--- src/design/spio_defines.vh ---
// register map, field positions and reset values for the shared pin i/o ports
// Behaviour
// [RQ1] data latches of ports a..d sit at 12h, 14h, 16h, 18h
// [RQ2] direction registers sit at 13h, 15h, 17h, 19h above each latch
// [RQ3] port reads sample pins directly during the read, no input latch
// [RQ4] output latch holds written data until software rewrites it
// [RQ5] direction 1 makes line input, 0 drives latch onto pin
// [RQ6] read returns pin when direction 1, latch when direction 0
// [RQ7] after reset every line is an input
// [RQ8] bit set, clear and complement read whole port then write back
// [RQ9] any port a line can wake the device from halt
// [RQ10] port d has bit 0 only; upper bits read zero, writes ignored
// [RQ11] tone option with pd0 output drives tone; input mode stays normal
// [RQ12] pd0 latch 1 gates tone onto pin, 0 holds pin low
// [RQ13] tone toggles on each selected timer overflow
// [RQ14] comparator on, pin output off: pa1/pa2 analog, pa3 fall raises interrupt
// [RQ15] comparator and pin output on: pa3 carries comparator output, no latch/pull-up
// [RQ16] comparator in use disables pa1/pa2 digital i/o and pull-ups
// [RQ17] amplifier on: pa0, pb3 inputs, pb2 output, digital off
// [RQ18] port b converter input disables that line's digital i/o and pull-up
// [RQ19] true pulse enable routes to pc0/pc2/pc4 by pc7:pc6 select
// [RQ20] complement enable independently routes to pc1/pc3/pc5, same select
// [RQ21] pulse pin in output mode: latch 1 passes waveform, 0 holds low
// [RQ22] pc pin with direction 1 stays input, never outputs pulse
// [RQ23] tone fed from exactly one selected timer overflow
// [RQ24] pa3 falling edge gives single-cycle synchronous interrupt pulse
`ifndef SPIO_DEFINES_VH
`define SPIO_DEFINES_VH
`define SPIO_ADDR_PA     8'h12
`define SPIO_ADDR_PA_DIR 8'h13
`define SPIO_ADDR_PB     8'h14
`define SPIO_ADDR_PB_DIR 8'h15
`define SPIO_ADDR_PC     8'h16
`define SPIO_ADDR_PC_DIR 8'h17
`define SPIO_ADDR_PD     8'h18
`define SPIO_ADDR_PD_DIR 8'h19
`define SPIO_RST_PA      8'hff
`define SPIO_RST_PB      8'hff
`define SPIO_RST_PC      8'h3f
`define SPIO_RST_PD      1'b1
`define SPIO_RST_DIR     8'hff
`define SPIO_BIT_CMP_P   1
`define SPIO_BIT_CMP_N   2
`define SPIO_BIT_CMP_O   3
`define SPIO_BIT_OPA_P   0
`define SPIO_BIT_OPA_O   2
`define SPIO_BIT_OPA_N   3
`define SPIO_BIT_SEL_LO  6
`define SPIO_BIT_SEL_HI  7
`endif

--- src/design/spio_edge.v ---
// synchronous falling-edge pulse detector for the comparator interrupt pin
`include "spio_defines.vh"
module spio_edge (
    input  wire mclk_i,
    input  wire srst_i,
    input  wire arm_i,
    input  wire level_i,
    output reg  pulse_o
);
    reg meta_q;
    reg sync_q;
    reg prev_q;
    // two flops before the edge test, inputs may still glitch
    always @(posedge mclk_i) begin
        if (srst_i) begin
            meta_q  <= 1'b1;
            sync_q  <= 1'b1;
            prev_q  <= 1'b1;
            pulse_o <= 1'b0;
        end else begin
            meta_q  <= level_i;
            sync_q  <= meta_q;
            prev_q  <= sync_q;
            pulse_o <= arm_i & prev_q & ~sync_q; // RQ24
        end
    end
endmodule

--- src/design/spio_ports.v ---
// four shared-pin i/o ports with tone, comparator, amplifier and pulse muxing
`include "spio_defines.vh"
module spio_ports #(
    parameter W = 8
) (
    input  wire         mclk_i,
    input  wire         srst_i,
    input  wire [7:0]   addr_i,
    input  wire         wr_i,
    input  wire         rd_i,
    input  wire [7:0]   wdata_i,
    output reg  [7:0]   rdata_o,
    input  wire [W-1:0] pa_in_i,
    input  wire [W-1:0] pb_in_i,
    input  wire [W-1:0] pc_in_i,
    input  wire         pd_in_i,
    output reg  [W-1:0] pa_out_o,
    output reg  [W-1:0] pa_oe_o,
    output reg  [W-1:0] pa_pull_o,
    output reg  [W-1:0] pb_out_o,
    output reg  [W-1:0] pb_oe_o,
    output reg  [W-1:0] pb_pull_o,
    output reg  [W-1:0] pc_out_o,
    output reg  [W-1:0] pc_oe_o,
    output reg          pd_out_o,
    output reg          pd_oe_o,
    input  wire         comparator_enable_i,
    input  wire         comparator_pin_out_enable_i,
    input  wire         comparator_out_i,
    input  wire         amplifier_enable_i,
    input  wire [W-1:0] converter_sel_i,
    input  wire         tone_enable_i,
    input  wire         tone_src_sel_i,
    input  wire         timer0_ovf_i,
    input  wire         timer1_ovf_i,
    input  wire         true_pulse_out_enable_i,
    input  wire         complement_pulse_out_enable_i,
    input  wire [2:0]   pulse_i,
    input  wire [2:0]   pulse_n_i,
    output reg          cmp_irq_o,
    output reg          wake_o
);
    reg  [W-1:0] pa_q;
    reg  [W-1:0] pa_dir_q;
    reg  [W-1:0] pb_q;
    reg  [W-1:0] pb_dir_q;
    reg  [W-1:0] pc_q;
    reg  [W-1:0] pc_dir_q;
    reg          pd_q;
    reg          pd_dir_q;
    reg          tone_q;
    reg  [W-1:0] pa_prev_q;
    reg  [W-1:0] pa_dig;
    reg  [W-1:0] pb_dig;
    reg  [W-1:0] pc_pwm;
    reg  [W-1:0] pc_wave;
    reg  [W-1:0] pa_rd;
    reg  [W-1:0] pb_rd;
    reg  [W-1:0] pc_rd;
    reg  [7:0]   rd_d;
    reg  [2:0]   chan_sel;
    wire         cmp_on;
    wire         cmp_pin;
    wire         tone_tick;
    wire         cmp_fall;
    integer      i;

    assign cmp_on    = comparator_enable_i;
    assign cmp_pin   = comparator_enable_i & comparator_pin_out_enable_i;
    // only one overflow feeds the divider at any time
    assign tone_tick = tone_src_sel_i ? timer1_ovf_i : timer0_ovf_i; // RQ23

    // lines whose digital function is still alive
    always @* begin
        pa_dig = {W{1'b1}};
        pb_dig = ~converter_sel_i; // RQ18
        if (cmp_on) begin
            pa_dig[`SPIO_BIT_CMP_P] = 1'b0; // RQ16
            pa_dig[`SPIO_BIT_CMP_N] = 1'b0; // RQ16
        end
        if (amplifier_enable_i) begin
            pa_dig[`SPIO_BIT_OPA_P] = 1'b0; // RQ17
            pb_dig[`SPIO_BIT_OPA_N] = 1'b0; // RQ17
            pb_dig[`SPIO_BIT_OPA_O] = 1'b0; // RQ17
        end
    end

    // pc7:pc6 pick a channel; 11 selects all three
    always @* begin
        chan_sel = 3'h0;
        case (pc_q[`SPIO_BIT_SEL_HI:`SPIO_BIT_SEL_LO])
            2'b00:   chan_sel = 3'h1;
            2'b01:   chan_sel = 3'h2;
            2'b10:   chan_sel = 3'h4;
            default: chan_sel = 3'h7;
        endcase
        pc_pwm  = {W{1'b0}};
        pc_wave = {W{1'b0}};
        for (i = 0; i < 3; i = i + 1) begin
            pc_pwm[2*i]    = true_pulse_out_enable_i & chan_sel[i]; // RQ19
            pc_pwm[2*i+1]  = complement_pulse_out_enable_i & chan_sel[i]; // RQ20
            pc_wave[2*i]   = pulse_i[i];
            pc_wave[2*i+1] = pulse_n_i[i];
        end
    end

    // read value: pin when input, latch when output
    always @* begin
        pa_rd = (pa_dir_q & pa_in_i) | (~pa_dir_q & pa_q); // RQ3 RQ6
        pb_rd = (pb_dir_q & pb_in_i) | (~pb_dir_q & pb_q); // RQ6
        pc_rd = (pc_dir_q & pc_in_i) | (~pc_dir_q & pc_q); // RQ6
        pa_rd = pa_rd & pa_dig;
        pb_rd = pb_rd & pb_dig;
        if (cmp_pin) begin
            pa_rd[`SPIO_BIT_CMP_O] = comparator_out_i; // RQ15
        end
        if (addr_i == `SPIO_ADDR_PA) begin
            rd_d = pa_rd; // RQ1
        end else if (addr_i == `SPIO_ADDR_PA_DIR) begin
            rd_d = pa_dir_q; // RQ2
        end else if (addr_i == `SPIO_ADDR_PB) begin
            rd_d = pb_rd;
        end else if (addr_i == `SPIO_ADDR_PB_DIR) begin
            rd_d = pb_dir_q;
        end else if (addr_i == `SPIO_ADDR_PC) begin
            rd_d = pc_rd;
        end else if (addr_i == `SPIO_ADDR_PC_DIR) begin
            rd_d = pc_dir_q;
        end else if (addr_i == `SPIO_ADDR_PD) begin
            rd_d = {7'h00, pd_dir_q ? pd_in_i : pd_q}; // RQ10
        end else if (addr_i == `SPIO_ADDR_PD_DIR) begin
            rd_d = {7'h00, pd_dir_q}; // RQ10
        end else begin
            rd_d = 8'h00;
        end
    end

    // latches change only on writes; read-modify-write comes back as a write
    always @(posedge mclk_i) begin
        if (srst_i) begin
            pa_q     <= `SPIO_RST_PA;
            pb_q     <= `SPIO_RST_PB;
            pc_q     <= `SPIO_RST_PC;
            pd_q     <= `SPIO_RST_PD;
            pa_dir_q <= `SPIO_RST_DIR; // RQ7
            pb_dir_q <= `SPIO_RST_DIR; // RQ7
            pc_dir_q <= `SPIO_RST_DIR; // RQ7
            pd_dir_q <= 1'b1; // RQ7
        end else if (wr_i) begin
            if (addr_i == `SPIO_ADDR_PA) begin
                pa_q <= wdata_i; // RQ4 RQ8
            end else if (addr_i == `SPIO_ADDR_PA_DIR) begin
                pa_dir_q <= wdata_i;
            end else if (addr_i == `SPIO_ADDR_PB) begin
                pb_q <= wdata_i;
            end else if (addr_i == `SPIO_ADDR_PB_DIR) begin
                pb_dir_q <= wdata_i;
            end else if (addr_i == `SPIO_ADDR_PC) begin
                pc_q <= wdata_i;
            end else if (addr_i == `SPIO_ADDR_PC_DIR) begin
                pc_dir_q <= wdata_i;
            end else if (addr_i == `SPIO_ADDR_PD) begin
                pd_q <= wdata_i[0]; // RQ10
            end else if (addr_i == `SPIO_ADDR_PD_DIR) begin
                pd_dir_q <= wdata_i[0]; // RQ10
            end
        end
    end

    // read data held in a register, sampled on the read cycle
    always @(posedge mclk_i) begin
        if (srst_i) begin
            rdata_o <= 8'h00;
        end else if (rd_i) begin
            rdata_o <= rd_d; // RQ3
        end
    end

    // tone divider: half the overflow rate
    always @(posedge mclk_i) begin
        if (srst_i) begin
            tone_q <= 1'b0;
        end else if (tone_tick) begin
            tone_q <= ~tone_q; // RQ13
        end
    end

    // pin drivers, all registered
    always @(posedge mclk_i) begin
        if (srst_i) begin
            pa_out_o  <= {W{1'b0}};
            pa_oe_o   <= {W{1'b0}};
            pa_pull_o <= {W{1'b0}};
            pb_out_o  <= {W{1'b0}};
            pb_oe_o   <= {W{1'b0}};
            pb_pull_o <= {W{1'b0}};
            pc_out_o  <= {W{1'b0}};
            pc_oe_o   <= {W{1'b0}};
            pd_out_o  <= 1'b0;
            pd_oe_o   <= 1'b0;
        end else begin
            pa_out_o  <= pa_q;
            pa_oe_o   <= ~pa_dir_q & pa_dig; // RQ5 RQ16 RQ17
            pa_pull_o <= pa_dig;
            pb_out_o  <= pb_q;
            pb_oe_o   <= ~pb_dir_q & pb_dig; // RQ5 RQ18
            pb_pull_o <= pb_dig;
            pc_out_o  <= (pc_pwm & pc_q & pc_wave) | (~pc_pwm & pc_q); // RQ21
            pc_oe_o   <= ~pc_dir_q; // RQ22
            if (cmp_pin) begin
                // comparator drives the pin itself; latch and pull-up stay off
                pa_oe_o[`SPIO_BIT_CMP_O]   <= 1'b0; // RQ15
                pa_pull_o[`SPIO_BIT_CMP_O] <= 1'b0; // RQ15
            end
            pd_out_o  <= tone_enable_i ? (pd_q & tone_q) : pd_q; // RQ11 RQ12
            pd_oe_o   <= ~pd_dir_q; // RQ11
        end
    end

    // wake on any port a level change
    always @(posedge mclk_i) begin
        if (srst_i) begin
            // idle lines sit high on their pull-ups; a zero here fakes a wake
            pa_prev_q <= {W{1'b1}};
            wake_o    <= 1'b0;
        end else begin
            pa_prev_q <= pa_in_i;
            wake_o    <= |(pa_in_i ^ pa_prev_q); // RQ9
        end
    end

    spio_edge u_edge (
        .mclk_i  (mclk_i),
        .srst_i  (srst_i),
        .arm_i   (cmp_on & ~comparator_pin_out_enable_i), // RQ14
        .level_i (pa_in_i[`SPIO_BIT_CMP_O]),
        .pulse_o (cmp_fall)
    );

    always @(posedge mclk_i) begin
        if (srst_i) begin
            cmp_irq_o <= 1'b0;
        end else begin
            cmp_irq_o <= cmp_fall; // RQ14 RQ24
        end
    end
endmodule

--- config.mk ---
export PLATFORM = sky130hd
export DESIGN_NAME = spio_ports
export DESIGN_NICKNAME = d
export VERILOG_FILES = /design/src/design/spio_edge.v /design/src/design/spio_ports.v
export VERILOG_INCLUDE_DIRS = /design/src /design/src/design
export SDC_FILE = /design/constraint.sdc
export NUM_CORES = 1
export LEC_CHECK = 0
export BUFFER_PORTS_ARGS = -buffer_cell sky130_fd_sc_hd__buf_4
export CAP_MARGIN = 0
export CORE_ASPECT_RATIO = 0.9
export CORE_UTILIZATION = 40
export CTS_CLUSTER_DIAMETER = 80
export CTS_CLUSTER_SIZE = 25
export DETAILED_ROUTE_END_ITERATION = 16
export GPL_TIMING_DRIVEN = 0
export HOLD_SLACK_MARGIN = 0.08
export PLACE_DENSITY = 0.67
export SLEW_MARGIN = 5
export SYNTH_ARGS = -nofsm -noshare
export SYNTH_HDL_FRONTEND = slang
export SYNTH_SLANG_ARGS = --single-unit
--- constraint.sdc ---
create_clock -name mclk_i -period 1.4 [get_ports mclk_i]
set_input_delay 0.07 -clock mclk_i [delete_from_list [all_inputs] [get_ports mclk_i]]
set_output_delay 0.07 -clock mclk_i [all_outputs]
set_load 0.005 [all_outputs]
==> results of run 1 <==
synth_stat cells, types with 2 or more instances:
library cell and count:
sky130_fd_sc_hd__o21ai_0 27, sky130_fd_sc_hd__nor4_1 4, sky130_fd_sc_hd__nand2_1 78, sky130_fd_sc_hd__o311ai_0 2, sky130_fd_sc_hd__xor2_1 9, sky130_fd_sc_hd__buf_4 6
sky130_fd_sc_hd__o211a_1 4, sky130_fd_sc_hd__nand2b_1 7, sky130_fd_sc_hd__nand3_4 2, sky130_fd_sc_hd__mux2i_1 36, sky130_fd_sc_hd__nor3_1 13, sky130_fd_sc_hd__dfxtp_1 134
sky130_fd_sc_hd__inv_1 15, sky130_fd_sc_hd__o31ai_1 2, sky130_fd_sc_hd__and2_1 2, sky130_fd_sc_hd__buf_1 4, sky130_fd_sc_hd__a31oi_1 2, sky130_fd_sc_hd__buf_2 2
sky130_fd_sc_hd__o221ai_1 7, sky130_fd_sc_hd__or2_2 9, sky130_fd_sc_hd__a21oi_1 19, sky130_fd_sc_hd__ha_1 3, sky130_fd_sc_hd__nor4b_1 5, sky130_fd_sc_hd__nor2_1 38
sky130_fd_sc_hd__mux2_2 2, sky130_fd_sc_hd__nor3b_1 2, sky130_fd_sc_hd__nand3_1 22, sky130_fd_sc_hd__nor2b_1 23, sky130_fd_sc_hd__o311a_1 6, sky130_fd_sc_hd__clkbuf_1 22
sky130_fd_sc_hd__or3b_2 4
power by group through the flow:
stage	clock network (mW)	logic [mW]	registers, mW
2_1_floorplan	0	0.281	4.02
3_3_place_gp	0	0.703	4.02
3_5_place_dp	0	0.710	4.02
4_1_cts	4.54	0.810	3.94
5_1_grt	4.72	0.883	3.94
6_report	4.47	0.823	3.94
layer usage:
layer,track usage,part of all wire,vias to the layer above,wire (um)
li1,-,-,2227,-
met1,0.332,0.46,2181,7200
met2,0.391,0.45,188,7120
met3,0.0643,0.068,27,1060
met4,0.102,0.024,0,375
met5,0,0,-,0
kinds of logic (layout without fill, tap and decap cells):
logic type,after synthesis,in the layout,synth area share
simple gates,219,219,0.225
flops,134,134,0.529
compound gates,78,78,0.104
buf+inv,51,268,0.0442
mux,38,38,0.0755
xor+xnor,9,9,0.0155
fa+ha+maj,3,3,0.00740
how the worst max path moves through the flow:
stage,start,end,slack (ns)
finish,addr_i[5],pc_dir_q[5],0.04
global route,addr_i[5],pc_dir_q[5],-0.04
CTS,pa_q[4],rdata_o[4],0.0004
detailed placement,addr_i[5],pa_dir_q[0],-0.58
global placement,addr_i[5],pa_dir_q[1],-0.57
floorplan,addr_i[5],pa_dir_q[1],-0.1
cell type report:
type,instances,area (um2)
plain buffers,35,169
clock buffers,24,472
clock inverters,8,121
fillers,1072,4770
inverters,16,60.1
multi-input cells,347,2240
flip-flops and latches,134,2700
well taps,160,200
repair buffers,185,1490
worst max-delay path, stage by stage:
cell and delay, ns:
sky130_fd_sc_hd__buf_4 0.11, sky130_fd_sc_hd__or4b_4 0.59, sky130_fd_sc_hd__nor2_4 0.13, sky130_fd_sc_hd__buf_6 0.18, sky130_fd_sc_hd__nand4_4 0.24, sky130_fd_sc_hd__mux2i_1 0.26, sky130_fd_sc_hd__nand2_1 0.07
what timing repair did:
item                       in CTS  in global routing
hold endpoints to repair       83                  0
pin swaps                       9                  5
gates resized for setup        16                 19
buffers inserted                4                  1
setup endpoints to repair      21                 35
hold buffers                   40                  0
flip-flops by register name, summed over array words and instances, names as in the netlist, 4 cells and up:
signal / cells
pa_dir_q: 8
pa_oe_o: 8
pa_out_o: 8
pa_prev_q: 8
pa_q: 8
pb_dir_q: 8
pb_oe_o: 8
pb_out_o: 8
pb_pull_o: 8
pb_q: 8
pc_dir_q: 8
pc_oe_o: 8
pc_out_o: 8
pc_q: 8
rdata_o: 8
pa_pull_o: 4
through the flow:
| stage | setup slack [ns] | util | hold slack (ns) | TNS (ns) | cells |
|---|---|---|---|---|---|
| 2_1_floorplan | -0.0974 | - | 0.142 | -2.85 | 532 |
| 3_3_place_gp | -0.573 | 0.518 | 0.260 | -28.81 | 832 |
| 3_5_place_dp | -0.577 | 0.518 | 0.263 | -29.88 | 832 |
| 4_1_cts | 0.000410 | 0.605 | 0.100 | 0 | 908 |
| 5_1_grt | -0.0434 | 0.610 | 0.142 | -0.0833 | 909 |
| 6_report | 0.0350 | 0.610 | 0.117 | 0 | 909 |
==> impl_summary.md, run 1 <==
Clock tree
The clock root buffer is sky130_fd_sc_hd__clkbuf_16. The number of clock buffers inserted by TritonCTS is 17. The CTS H-tree depth is 4.

After clock tree synthesis, the clock-pin slew on the worst setup and hold paths is 0.06 ns. The clock latency at the later pin of the worst-skew pair is 0.42 ns. TritonCTS built the clock tree.

The number of clock sinks is 134. The number of buffers on the longest clock path is 2.

Synthesis
The post-synthesis average cell area is 9.53 um2. The post-synthesis cell type with the largest combined area is sky130_fd_sc_hd__dfxtp_1. The cell count after synthesis is 532. Sorting the synthesized cells by area gives the leading types as sky130_fd_sc_hd__dfxtp_1 (53%), sky130_fd_sc_hd__mux2i_1 (7.1%), sky130_fd_sc_hd__nand2_1 (5.8%). The count of flip-flops with a built-in enable after synthesis is 0. In this run, distinct cell masters in the synthesized netlist total 52. In the synthesized netlist the dominant register cell turns out to be sky130_fd_sc_hd__dfxtp_1. The async set-or-reset flop fraction in the synthesized netlist is 0. The netlist area before placement is 0.00507 mm2.

Of the synthesized area, sequential elements account for 0.529. The Yosys warning count is 0. Counting every net in the synthesized netlist gives 604.

The share of the synthesized area in the top cell type is 0.529. The number of register bits inferred by synthesis is 134.

Finish
The commonest non-fill, non-tap cell in the layout is sky130_fd_sc_hd__buf_4. The number of antenna cells inserted is 0. At the end of the flow, the number of nets in the layout was 808.

The growth of design area from synthesis to finish is 47.0%. Of the cells placed in the final design, the portion with a size suffix greater than 1 is 0.311. Leaving out fill and tap cells, the most frequent cells in the layout are sky130_fd_sc_hd__buf_4 (150), sky130_fd_sc_hd__dfxtp_1 (124), sky130_fd_sc_hd__nand2_1 (75), sky130_fd_sc_hd__dlygate4sd3_1 (40), sky130_fd_sc_hd__nor2_1 (38).

After routing the design area is 0.00745 mm2.

Timing
The normalized max-slew margin is 0.561. The final clock skew is 0.00837 ns. The maximum clock rate is 733 MHz. Setup violations remaining at the end of the flow were counted as 0. Subtracting the final worst setup slack from the clock period gives 1.36 ns. The slew of the pin with the lowest slew margin is 0.659 ns. The hold violation total from the final report is 0. In the finished design, the share of the clock period the worst path needs comes to 0.975. The max-slew violation count is 0. Setup repair after global routing could not meet its margin everywhere.

Placement
Summed over all nets, the half-perimeter wirelength after detailed placement is 11100 um. Summing all placed instances gives a cell area of 0.00633 mm2. The routability congestion estimate from global placement is 0.873. The number of buffer cells added on primary ports is 140.

Worst setup path
The endpoint arrival time on the critical path is 1.65 ns. The worst setup path is captured at a flop. The worst register-to-register path begins at pa_q[5]. The launching element type of the critical path is an input pin.

The endpoint identified for the worst register-to-register timing path is rdata_o[5]. The maximum fanout encountered on the critical timing path is 10. The setup path with the least slack is of type input pin to flop.

Measured in cells, the most critical reg-to-reg path has a length of 5. The setup slack of the most critical reg-to-reg path is 0.05 ns. STA puts the critical path data required time at 1.69 ns.

Routing
The detail route stage leaves a number of antenna-violating nets equal to 0. After detailed routing, the number of vias per cell comes to 5.09. The remaining routing DRC violations is 0. Before antenna repair, the detailed router went through 5 iterations. The total wire length after detailed routing is 15800 um. The average wire per cell in the routed design is 17.3 um. The first routing iteration left 253 violations. For this block, the via count after detailed routing is 4623.

Hold path
The number of stages on the worst hold path is 3. The startpoint identified for the worst hold timing path is wdata_i[0]. In this run the worst hold path is classified as input pin to flop. The endpoint of the worst hold path is pa_q[0].

Floorplanning
The floorplan die width is 121 um. The I/O pin total is 145. The floorplan step defined a die boundary enclosing 0.0131 mm2. The initial utilization of the core area, before any placement, comes to 0.415.

The area of the core is 0.0122 mm2. The number of placement rows is 38. Measured along the y axis, the die boundary spans 109 um.

Power and ir drop
Summed over all cells, the static leakage comes to 3.46 nW. The switching share of power is 0.220. The worst-case IR drop observed on VDD is 0.805 mV.

The share of power burned in the clock network is 0.484. The power density normalized to cell area is 1240 mW/mm2. Of the total power, registers draw 0.426.

Of the total power, combinational logic draws 0.089. For this design the total switching power over the nets is 2.03 mW. The internal power consumption is 7.21 mW. Summing internal, switching and leakage power gives 9.23 mW.

GRT
The number of antenna violations at the first check in global routing came to 0. The via count of the first global-routing pass is 4406. After global routing the overflow that remains totals 0. The global router's overall resource usage is 0.251.

Entering global routing, the biggest net connects 17 pins. The first global-routing pass estimated 23800 um of wire.

Run
Across the run, the number of max-cap violations was 0.

Status
The flow ran to the end, and the final reports show no timing, DRC or antenna violations.
Note: power is estimated with default switching activity, not from simulation.
==> run 2: changes to the inputs <==
Settings changed: BUFFER_PORTS_ARGS -buffer_cell sky130_fd_sc_hd__buf_4 to unset, DONT_BUFFER_PORTS set to 1, PLACE_DENSITY 0.67 to unset.
==> run 2 against run 1 <==
  * Sequential share of layout area up 5.9 points
  * Cell count shrank 15%
  * Core utilization shrank 8.6 points
  * Routed wire length decreased by 0.53%
  * Final area shrank 14%
  * Maximum frequency decreased by 2.1%
  * Hold slack improved by 0.0030 ns
  * Sequential power hardly changed
  * Critical endpoint is now rdata_o[7]
  * Highest routed layer is now met5
  * First-iteration DRC count is 1.2% higher
==> impl_summary.md, run 2 (synthesis gave the netlist of run 1 again) <==
Hold path
The class of the most critical hold timing path is input pin to flop. The beginning of the worst hold path is converter_sel_i[7].

Worst setup path
The signal on the critical path passes through or3b_4, a21oi_4, a21oi_1, o221ai_1, o211a_1. STA puts the critical path data required time at 1.77 ns. The launching element of the worst setup path is pa_dir_q[7]. The number of buffers and inverters on the critical path is 0. The slowest stage of the critical path belongs to the cell sky130_fd_sc_hd__or3b_4.

STA classifies the critical path startpoint as a flop. The kind of capture point of the worst setup path is a flop. The launch instance of the worst register-to-register path is pa_dir_q[7]. The maximum fanout encountered on the critical timing path is 4. In this design, the stage delay of the slowest critical-path cell is 0.40 ns.

The endpoint arrival time on the critical path is 1.77 ns. The critical path is of the flop to flop type. Broken down by cell family, the worst path's largest delay share belongs to compound AO/OA/AOI/OAI gates. The setup slack of the most critical reg-to-reg path is 0.005 ns.

Placement
The routability congestion estimate from global placement is 0.924. Buffers placed on the I/O ports in this run total 0. The placed instance count is 692. Summed over all nets, the half-perimeter wirelength after detailed placement is 10800 um.

Routing
The average wire per cell in the routed design is 20.3 um. Once detail routing completed, the nets flagged for antenna violations numbered 0. The iteration count of the initial detailed-routing pass is 5.

The iteration-0 DRC count of the detailed router is 256. Summed over all layers, the routed wires come to 15700 um. The remaining routing DRC violations is 0. Using the TritonRoute via totals, the vias-per-cell ratio works out to 5.39. The routed layout has 4162 vias.

GRT
The number of antenna violations at the first check in global routing is 1. The global router's overall resource usage is 0.249. The first-pass GRT wire length is 23600 um. The via count of the first global-routing pass is 4080. For this run the aggregate overflow at the end of global routing stands at 0. The largest net degree at the start of global routing is 17.

Clock tree
The TritonCTS clock tree is yes. The CTS H-tree depth is 4. Clock tree synthesis inserted a total of 17 buffers. The clock-pin slew on the worst setup and hold paths is 0.06 ns. No sink is reached through more buffers than the 2 on the longest clock path. The tree is rooted in a sky130_fd_sc_hd__clkbuf_16.

The tree built by TritonCTS fans out to 134 sinks. The clock latency at the later pin of the worst-skew pair is 0.42 ns.

Power and ir drop
In this run the static leakage power is 2.77 nW. Dividing total power by cell area gives a power density of 1380 mW/mm2. VDD sags by at most 0.844 mV.

Floorplanning
After floorplanning, the core was divided into 38 placement rows. The core region is 0.0122 mm2. The initial standard-cell utilization of the core is 0.415.

The die covers 0.0131 mm2. The die extent in y is 109 um. The floorplan die width is 121 um. The I/O pin total is 145.

Timing
The final setup violation count is 0. The max-slew violation count was 0. The hold violation total from the final report is 0. Derived from the worst setup path, the maximum achievable clock frequency is 717 MHz.

The worst path in the final design needs a cycle of 1.39 ns, including I/O delays and setup. The final clock skew is 0.00695 ns. The post-route setup TNS is 0 ns. In the finished design, the share of the clock period the worst path needs comes to 0.996. The normalized max-slew margin is 0.485. For the pin with the worst max-slew slack, the measured transition is 0.772 ns. Setup repair after global routing could not meet its margin everywhere.

Finish
In the layout the commonest cells are sky130_fd_sc_hd__dfxtp_1 (124), sky130_fd_sc_hd__nand2_1 (75), sky130_fd_sc_hd__dlygate4sd3_1 (41), sky130_fd_sc_hd__nor2_1 (38), sky130_fd_sc_hd__mux2i_1 (36). The growth of design area from synthesis to finish is 26.2%. The layout cell share with drive strength beyond 1 is 0.152. Leaving out fill and tap cells, the most frequent cell in the layout is sky130_fd_sc_hd__dfxtp_1. The non-filler instance count after layout is 772. After the last flow step, the layout net total stands at 670.

Run
Max-cap violations in this run came to 0.

Status
The run finished with clean final reports.
==> run 2: cell count changes in the layout (fill, tap and decap cells not counted), sizes merged, moves of 2 or more <==
| cell | before | now |
|---|---|---|
| buf | 156 | 17 |
| clkbuf | 48 | 45 |
| bufinv | 3 | 1 |
| clkinvlp | 1 | 3 |
==> run 2: per-layer routing <==
metal  track usage  routed length (um)
met1         0.321                7070
met2         0.377                6690
met3        0.0758                1370
met4         0.126                 537
met5             0                  10
==> run 2: path summary, 6_finish.rpt <==
check	endpoint	cells past startpoint
setup / recovery	rdata_o[7]	5
hold / removal	rdata_o[7]	4
setup reg to reg	rdata_o[7]	5
hold reg to reg	u_edge.prev_q	1
==> run 2: layout make-up <==
cell class,instances,area [um2]
Clock buffer,22,494
Fill cell,1102,5820
Tap cell,160,200
Clock inverter,10,93.8
Antenna cell,1,2.50
Sequential cell,134,2700
Buffer,35,166
Timing Repair Buffer,47,460
Inverter,16,60.1
Multi-Input combinational cell,347,2230
==> run 2: stage by stage <==
step | total power [mW] | setup WS [ns] | instance area (um2) | utilization | hold slack [ns]
finish | 8.84 | 0.00502 | 6400 | 0.524 | 0.119
global route | 9.14 | -0.0507 | 6400 | 0.524 | 0.128
CTS | 8.89 | 0.000601 | 6370 | 0.522 | 0.0861
detailed placement | 4.43 | -0.521 | 5280 | 0.432 | 0.144
global placement | 4.42 | -0.504 | 5280 | 0.432 | 0.144
floorplan | 4.30 | -0.0974 | 5080 | - | 0.142
==> run 2: what timing repair did <==
item,4_1_cts,5_1_grt
hold buffers,42,0
setup buffers,5,0
endpoints found under the hold margin,87,0
gates resized for setup,17,11
pin swaps,7,3
cloned,0,0
endpoints found under the setup margin,14,27
==> run 2: power breakdown <==
| group | switching (mW) | total [mW] | internal, mW |
|---|---|---|---|
| logic | 0.330 | 0.555 | 0.225 |
| clock network | 1.66 | 4.34 | 2.68 |
| registers | 0.0463 | 3.95 | 3.90 |
| total | 2.03 | 8.84 | 6.81 |
==> run 2: worst register-to-register path, delay by kind of cell, from the launching register on <==
| family | cells | cell delay [ns] |
|---|---|---|
| flip-flops | 1 | 0.34 |
| AND/OR/NAND/NOR | 1 | 0.40 |
| AO/OA/AOI/OAI | 4 | 0.61 |
